File: config.mk
export PLATFORM = sky130hd
export DESIGN_NAME = ppm_mux
export DESIGN_NICKNAME = d
export VERILOG_FILES = /design/src/ppm_pkg.sv /design/src/ppm_mux.sv /design/src/ppm_pin_sync.sv
export SDC_FILE = /design/constraint.sdc
export NUM_CORES = 1
export LEC_CHECK = 0
export BUFFER_PORTS_ARGS = -buffer_cell sky130_fd_sc_hd__buf_4
export CORE_ASPECT_RATIO = 0.9
export CORE_UTILIZATION = 47
export CTS_BUF_LIST = sky130_fd_sc_hd__clkbuf_8
export DETAILED_ROUTE_END_ITERATION = 8
export GPL_TIMING_DRIVEN = 1
export PLACE_DENSITY = 0.86
export SETUP_SLACK_MARGIN = 0.15
export SYNTH_ARGS = -nofsm -noshare
export SYNTH_HDL_FRONTEND = slang
export SYNTH_HIERARCHICAL = 1
export SYNTH_SLANG_ARGS = --single-unit
File: constraint.sdc
create_clock -name clk_i -period 1 [get_ports clk_i]
set_input_delay 0.25 -clock clk_i [delete_from_list [all_inputs] [get_ports clk_i]]
set_output_delay 0.25 -clock clk_i [all_outputs]
set_load 0.01 [all_outputs]
File: src/ppm_pkg.sv
/*
  Package for the port pin function multiplexer: pin indices, reset values
  of the configuration copy, and the carrier structs.
  Assumes one 250 MHz clock domain for all chip-side signals.
*/
`default_nettype none
package ppm_pkg;

  // Pin slots: slot 0 is port 1 pin 7, slots 1..7 are port 2 pins 0..6
  localparam int unsigned PPM_PINS    = 8;
  localparam int unsigned PIN_P1_7    = 0;
  localparam int unsigned PIN_P2_0    = 1;
  localparam int unsigned PIN_P2_1    = 2;
  localparam int unsigned PIN_P2_2    = 3;
  localparam int unsigned PIN_P2_3    = 4;
  localparam int unsigned PIN_P2_4    = 5;
  localparam int unsigned PIN_P2_5    = 6;
  localparam int unsigned PIN_P2_6    = 7;
  localparam int unsigned P2_PIN_BITS = 7;
  localparam int unsigned AE_BITS     = 5;

  // Reset values: all plain input except port 2 pin 6 selected for crystal
  localparam logic [P2_PIN_BITS-1:0] P2_SEL_RESET = 7'h40;
  localparam logic [P2_PIN_BITS-1:0] P2_DIR_RESET = 7'h00;
  localparam logic [AE_BITS-1:0]     AE_RESET     = 5'h00;
  localparam logic                   P1_SEL_RESET = 1'b0;
  localparam logic                   P1_DIR_RESET = 1'b0;
  localparam logic [PPM_PINS-1:0]    PIN_RESET    = 8'h00;

  // Pin-side drive of all slots
  typedef struct packed {
    logic [PPM_PINS-1:0] out;
    logic [PPM_PINS-1:0] oe;
  } ppm_drive_t;

  // Function-control bits from the port, converter and clock registers
  typedef struct packed {
    logic                   port1_direction_bits;
    logic                   port1_function_select_bits;
    logic [P2_PIN_BITS-1:0] port2_direction_bits;
    logic [P2_PIN_BITS-1:0] port2_function_select_bits;
    logic [AE_BITS-1:0]     converter_analog_enable_bits;
    logic                   oscillator_external_resistor_select;
    logic                   test_port_active;
  } ppm_cfg_t;

  // Peripheral signals driven out on pins
  typedef struct packed {
    logic timer_compare_out_0;
    logic timer_compare_out_1;
    logic timer_compare_out_2;
    logic aux_clock;
    logic subsystem_master_clock;
    logic test_data_out;
    logic test_data_oe;
  } ppm_periph_t;

  // Peripheral inputs taken from pins
  typedef struct packed {
    logic timer_capture_in_0b;
    logic timer_capture_in_1b;
    logic timer_alt_clock_in;
    logic test_data_in;
  } ppm_capture_t;

endpackage
`default_nettype wire

File: src/ppm_mux.sv
/*
  Pin function multiplexer for port 1 pin 7 and port 2 pins 0..6.
  Assumes control bits and peripheral signals come from logic on clk_i,
  and pin inputs come from the pad ring asynchronously.
*/
`timescale 1ns/1ps
`default_nettype none
module ppm_mux (
  input  wire logic                          clk_i,
  input  wire logic                          reset_n_i,
  input  wire ppm_pkg::ppm_cfg_t             cfg_i,
  input  wire ppm_pkg::ppm_periph_t          periph_i,
  input  wire logic [ppm_pkg::PPM_PINS-1:0]  port_out_i,
  input  wire logic [ppm_pkg::PPM_PINS-1:0]  pin_in_i,
  output ppm_pkg::ppm_drive_t                pin_drive_o,
  output logic      [ppm_pkg::PPM_PINS-1:0]  port_in_o,
  output ppm_pkg::ppm_capture_t              capture_o,
  output logic                               resistor_connect_o,
  output logic                               crystal_connect_o
);
  import ppm_pkg::*;

  ppm_cfg_t            cfg_r;
  logic [PPM_PINS-1:0] pin_sync;
  ppm_drive_t          drive_nxt;
  logic [PPM_PINS-1:0] port_in_nxt;
  ppm_capture_t        capture_nxt;
  logic                resistor_nxt;
  logic                crystal_nxt;
  logic [PPM_PINS-1:0] sel_all;
  logic [PPM_PINS-1:0] dir_all;
  logic [PPM_PINS-1:0] ae_all;

  // Pad inputs through the synchroniser
  ppm_pin_sync u_sync (
    .clk_i     (clk_i),
    .reset_n_i (reset_n_i),
    .pin_i     (pin_in_i),
    .pin_o     (pin_sync)
  );

  // Local copy of control bits with power-up defaults
  always_ff @(posedge clk_i or negedge reset_n_i) begin
    if (!reset_n_i) begin
      cfg_r.port1_direction_bits                <= P1_DIR_RESET;
      cfg_r.port1_function_select_bits          <= P1_SEL_RESET;
      cfg_r.port2_direction_bits                <= P2_DIR_RESET;
      cfg_r.port2_function_select_bits          <= P2_SEL_RESET;
      cfg_r.converter_analog_enable_bits        <= AE_RESET;
      cfg_r.oscillator_external_resistor_select <= 1'b0;
      cfg_r.test_port_active                    <= 1'b0;
    end else begin
      cfg_r <= cfg_i;
    end
  end

  // Flattened per-slot views
  assign sel_all = {cfg_r.port2_function_select_bits, cfg_r.port1_function_select_bits};
  assign dir_all = {cfg_r.port2_direction_bits, cfg_r.port1_direction_bits};
  assign ae_all  = {2'h0, cfg_r.converter_analog_enable_bits, 1'b0};

  // Function selection per pin
  always_comb begin
    // Plain I/O default: drive only when not selected and direction set
    drive_nxt.out = port_out_i;
    drive_nxt.oe  = dir_all & ~sel_all;
    port_in_nxt   = pin_sync;
    capture_nxt   = '0;
    resistor_nxt  = 1'b0;
    crystal_nxt   = 1'b0;

    // Port 1 pin 7
    if (cfg_r.test_port_active) begin
      drive_nxt.out[PIN_P1_7] = periph_i.test_data_out;
      drive_nxt.oe[PIN_P1_7]  = periph_i.test_data_oe;
      capture_nxt.test_data_in = pin_sync[PIN_P1_7];
    end else if (sel_all[PIN_P1_7] && dir_all[PIN_P1_7]) begin
      drive_nxt.out[PIN_P1_7] = periph_i.timer_compare_out_2;
      drive_nxt.oe[PIN_P1_7]  = 1'b1;
    end

    // Port 2 pins 0..4 selected digital functions
    if (sel_all[PIN_P2_0] && dir_all[PIN_P2_0]) begin
      drive_nxt.out[PIN_P2_0] = periph_i.aux_clock;
      drive_nxt.oe[PIN_P2_0]  = 1'b1;
    end
    if (sel_all[PIN_P2_1]) begin
      if (dir_all[PIN_P2_1]) begin
        drive_nxt.out[PIN_P2_1] = periph_i.subsystem_master_clock;
        drive_nxt.oe[PIN_P2_1]  = 1'b1;
      end else begin
        capture_nxt.timer_alt_clock_in = pin_sync[PIN_P2_1];
      end
    end
    if (sel_all[PIN_P2_2]) begin
      if (dir_all[PIN_P2_2]) begin
        drive_nxt.out[PIN_P2_2] = periph_i.timer_compare_out_0;
        drive_nxt.oe[PIN_P2_2]  = 1'b1;
      end else begin
        capture_nxt.timer_capture_in_0b = pin_sync[PIN_P2_2];
      end
    end
    if (sel_all[PIN_P2_3]) begin
      if (dir_all[PIN_P2_3]) begin
        drive_nxt.out[PIN_P2_3] = periph_i.timer_compare_out_1;
        drive_nxt.oe[PIN_P2_3]  = 1'b1;
      end else begin
        capture_nxt.timer_capture_in_1b = pin_sync[PIN_P2_3];
      end
    end
    if (sel_all[PIN_P2_4] && dir_all[PIN_P2_4]) begin
      drive_nxt.out[PIN_P2_4] = periph_i.timer_compare_out_2;
      drive_nxt.oe[PIN_P2_4]  = 1'b1;
    end

    // Port 2 pin 5: resistor, ground drive, or plain I/O
    if (cfg_r.oscillator_external_resistor_select) begin
      resistor_nxt            = 1'b1;
      drive_nxt.oe[PIN_P2_5]  = 1'b0;
    end else if (sel_all[PIN_P2_5] && dir_all[PIN_P2_5]) begin
      drive_nxt.out[PIN_P2_5] = 1'b0;
      drive_nxt.oe[PIN_P2_5]  = 1'b1;
    end
    // Selected input on pin 5 reaches no peripheral: nothing assigned

    // Port 2 pin 6: crystal input whenever selected
    if (sel_all[PIN_P2_6]) begin
      crystal_nxt = 1'b1;
    end

    // Analog enable overrides everything on port 2 pins 0..4
    for (int i = 0; i < PPM_PINS; i++) begin
      if (ae_all[i]) begin
        drive_nxt.oe[i]  = 1'b0;
        drive_nxt.out[i] = 1'b0;
        port_in_nxt[i]   = 1'b0;
      end
    end
    if (ae_all[PIN_P2_1]) begin
      capture_nxt.timer_alt_clock_in = 1'b0;
    end
    if (ae_all[PIN_P2_2]) begin
      capture_nxt.timer_capture_in_0b = 1'b0;
    end
    if (ae_all[PIN_P2_3]) begin
      capture_nxt.timer_capture_in_1b = 1'b0;
    end
  end

  // Registered pin drive and input views
  always_ff @(posedge clk_i or negedge reset_n_i) begin
    if (!reset_n_i) begin
      pin_drive_o <= '0;
      port_in_o   <= '0;
      capture_o   <= '0;
    end else begin
      pin_drive_o <= drive_nxt;
      port_in_o   <= port_in_nxt;
      capture_o   <= capture_nxt;
    end
  end

  // Registered oscillator hookups
  always_ff @(posedge clk_i or negedge reset_n_i) begin
    if (!reset_n_i) begin
      resistor_connect_o <= 1'b0;
      crystal_connect_o  <= 1'b1;
    end else begin
      resistor_connect_o <= resistor_nxt;
      crystal_connect_o  <= crystal_nxt;
    end
  end
endmodule // ppm_mux
`default_nettype wire

File: src/ppm_pin_sync.sv
/*
  Three-stage input synchroniser for the pin inputs; a new level is taken
  once the second and third stages agree.
  Assumes asynchronous board levels on pin_i.
*/
`timescale 1ns/1ps
`default_nettype none
module ppm_pin_sync (
  input  wire logic                      clk_i,
  input  wire logic                      reset_n_i,
  input  wire logic [ppm_pkg::PPM_PINS-1:0] pin_i,
  output logic      [ppm_pkg::PPM_PINS-1:0] pin_o
);
  import ppm_pkg::*;

  genvar g;
  generate
    for (g = 0; g < PPM_PINS; g++) begin : g_bit
      logic s1_r;
      logic s2_r;
      logic s3_r;
      // Stage chain; s1 feeds only s2
      always_ff @(posedge clk_i or negedge reset_n_i) begin
        if (!reset_n_i) begin
          s1_r <= 1'b0;
          s2_r <= 1'b0;
          s3_r <= 1'b0;
        end else begin
          s1_r <= pin_i[g];
          s2_r <= s1_r;
          s3_r <= s2_r;
        end
      end
      // Accept level when stages two and three agree
      always_ff @(posedge clk_i or negedge reset_n_i) begin
        if (!reset_n_i) begin
          pin_o[g] <= PIN_RESET[g];
        end else if (s2_r == s3_r) begin
          pin_o[g] <= s3_r;
        end
      end
    end
  endgenerate
endmodule // ppm_pin_sync
`default_nettype wire

==> flow_metrics.env <==
export IMPL_synthTopCellsByArea="dfrtp_1 84%, maj3_2 3.6%, nor2b_1 3.0%"
export IMPL_synth_enable_flop_cells=0
export IMPL_slew_headroom_pct=81.7
export IMPL_grtUsageTotal_pct=16.2
export IMPL_numPortBuffers=77
export IMPL_drive_gt1_share_pct=43.9
export IMPL_critPathTopFamily="flip-flops"
export IMPL_initial_core_util_pct=49.9
export IMPL_synth_common_cells="83 x dfrtp_1, 12 x nor2b_1, 8 x maj3_2"
export IMPL_critPathRequiredTime_ns=0.75
export IMPL_post_dp_cell_area_um2=3170
export IMPL_grt_max_degree=54
export IMPL_async_reset_ff_share_pct=100
export IMPL_cpMaxStageDelayCell="dfstp_2"
export IMPL_coreArea_um2=4950
export IMPL_wire_per_inst_um=13.2
export IMPL_fin_crit_sh_pct=119
export IMPL_yosysMostFrequentCell="dfrtp_1"
export IMPL_h_tree_depth=3
export IMPL_rrSetupSlack_ns=0.11
export IMPL_rr_worst_depth=2
export IMPL_fin_util_pct=73.1
export IMPL_nFillCells=337
export IMPL_cts_tree="done"
export IMPL_power_density_nw_per_um2=1800
export IMPL_yosysTopAreaCellShare_pct=83.9
export IMPL_synth_area_um2=2470
export IMPL_ys_seq_elements=85
export IMPL_grt_first_pass_wirelength_mm=6.35
export IMPL_tightest_slew_ns=0.274
export IMPL_totalPowerFinal_mw=6.52
export IMPL_fmax_mhz=840
export IMPL_multi_input_area_um2=357
export IMPL_finalMaxSlewViolations=0
export IMPL_crit_chain="buf_6"
export IMPL_fin_skew_ns=0.00608
export IMPL_status="complete, but fails checks"
export IMPL_fp_row_count=24
export IMPL_cp_end_kind="output pin"
export IMPL_rsz0062_at_grt="true"
export IMPL_cts_max_path_buffers=2
export IMPL_dp_slack_ns=0.116
export IMPL_crit_path_start_kind="flop"
export IMPL_die_h_um=70.8
export IMPL_setup_ws_ns=-0.191
export IMPL_cts_clk_slew_worst_paths_ns=0.07
export IMPL_synth_distinct_cells=15
export IMPL_min_period_ns=1.19
export IMPL_ant_nets=0
export IMPL_final_cell_count_no_fill=304
export IMPL_area_growth_pct=46.3
export IMPL_dp_hpwl_mm=2.55
export IMPL_cts_root_buf="clkbuf_8"
export IMPL_drt_pass1_iterations=4
export IMPL_num_io_pins=78
export IMPL_drt_iter0_markers=21
export IMPL_ir_drop_uv=1240
export IMPL_cts_sinks=85
export IMPL_die_w_um=78.5
export IMPL_setup_violations=30
export IMPL_path_buf_inv=1
export IMPL_hold_class="primary input to flop"
export IMPL_seqCellArea_um2=2130
export IMPL_antenna_cells=0
export IMPL_p_leak_nw=1.77
export IMPL_violations="setup timing"
export IMPL_antenna_found_initial=0
export IMPL_postSynthAreaPerCell_um2=19.0
export IMPL_hold_viol_final=0
export IMPL_nets=282
export IMPL_grt_pass1_vias=1439
export IMPL_finish_instance_area_um2=3620
export IMPL_cp_depth=1
export IMPL_dieArea_um2=5560
export IMPL_arrival_ns=0.94
export IMPL_synth_seq_area_share_pct=86.0
export IMPL_slowest_delay_ns=0.52
export IMPL_ys_warn_count=6
export IMPL_vias=1343
export IMPL_grt_overflow=0
export IMPL_cts_made_buffers=9
export IMPL_synth_fp_nets=178
export IMPL_cp_max_fo=1
export IMPL_cap_viol_max_count=0
export IMPL_critical_path_class="flop to output pin"
export IMPL_syn_inst=130
export IMPL_yosys_area_top_type="dfrtp_1"
export IMPL_viasPerCell=4.42
export IMPL_drt_wl_total_mm=4.00
export IMPL_dp_cells=274
export IMPL_gp_congestion=0.733
export IMPL_insertion_delay_ns=0.33
export IMPL_worst_hold_path_num_cells=1
export IMPL_drc=0
export IMPL_synth_main_ff_cell="dfrtp_1"
-- routing by layer --
metal / global-route usage (%) / vias up / share of wire, % / wire, µm
met4: 6.79 / 0 / 1.1 / 43
met3: 7.87 / 5 / 7.5 / 299
met1: 18.8 / 634 / 42 / 1670
li1: - / 641 / - / -
met2: 26.1 / 63 / 50 / 1990
met5: 0 / - / 0 / 0
-- cell families after synthesis --
kind of cell	share of synthesized area, %
flip-flops	86.0
adder cells (fa/ha/maj)	3.64
AO/OA/AOI/OAI	3.99
multiplexers	0.455
AND/OR/NAND/NOR	5.86
-- what timing repair did --
action | 4_1_cts | 5_1_grt
endpoints found under the hold margin | 94 | 0
setup buffers | 1 | 1
gates resized for setup | 31 | 2
setup endpoints to repair | 32 | 34
hold buffers | 12 | 0
-- metrics by stage --
stage | hold slack, ns | TNS, ns
floorplan | -0.0456 | 0
global placement | 0.229 | 0
detailed placement | 0.229 | 0
CTS | 0.000237 | -3.20
global route | 0.00176 | -3.56
finish | 0.0251 | -2.35
-- path summary, 6_finish.rpt --
kind                                        end            startpoint
setup / recovery              crystal_connect_o     crystal_connect_o
hold / removal                         cfg_r[7]              cfg_i[7]
setup reg to reg                 pin_drive_o[8]             cfg_r[21]
hold reg to reg            u_sync/g_bit[4].s2_r  u_sync/g_bit[4].s1_r
max in group asynchronous  u_sync/g_bit[2].s2_r             reset_n_i
min in group asynchronous              cfg_r[1]             reset_n_i
-- report_power, final --
| group | internal, mW | switching (mW) |
|---|---|---|
| combinational | 0.382 | 0.206 |
| sequential | 3.65 | 0.107 |
| clock | 1.18 | 1.00 |
| total | 5.21 | 1.31 |
-- state kept, by name, summed over array words and instances, names as in the netlist, 4 cells and up --
register / count
u_sync/pin_o: 8
u_sync/g_bit.s2_r: 8
capture_o: 4
ae_all: 5
u_sync/g_bit.s1_r: 8
cfg_r: 18
port_in_o: 8
u_sync/g_bit.s3_r: 8
pin_drive_o: 16
-- cell type report --
| cell class | count | share of cell area (%) |
|---|---|---|
| clock inverters | 6 | 1.35 |
| repair buffers | 93 | 23.9 |
| clock buffers | 10 | 3.80 |
| flip-flops and latches | 85 | 58.8 |
| multi-input cells | 45 | 9.85 |
| well taps | 65 | 2.25 |
-- layout by cell type (no fill, tap or decap), drive strengths merged, types with 2 or more instances in the layout --
master / n
dfrtp: 83
a21bo: 5
nand3: 5
maj3: 8
a21boi: 2
and3b: 3
dlygate4sd3: 12
a21oi: 5
buf: 81
clkbuf: 10
inv: 5
dfstp: 2
nor2b: 12
Power figures use the tool's default switching activity.
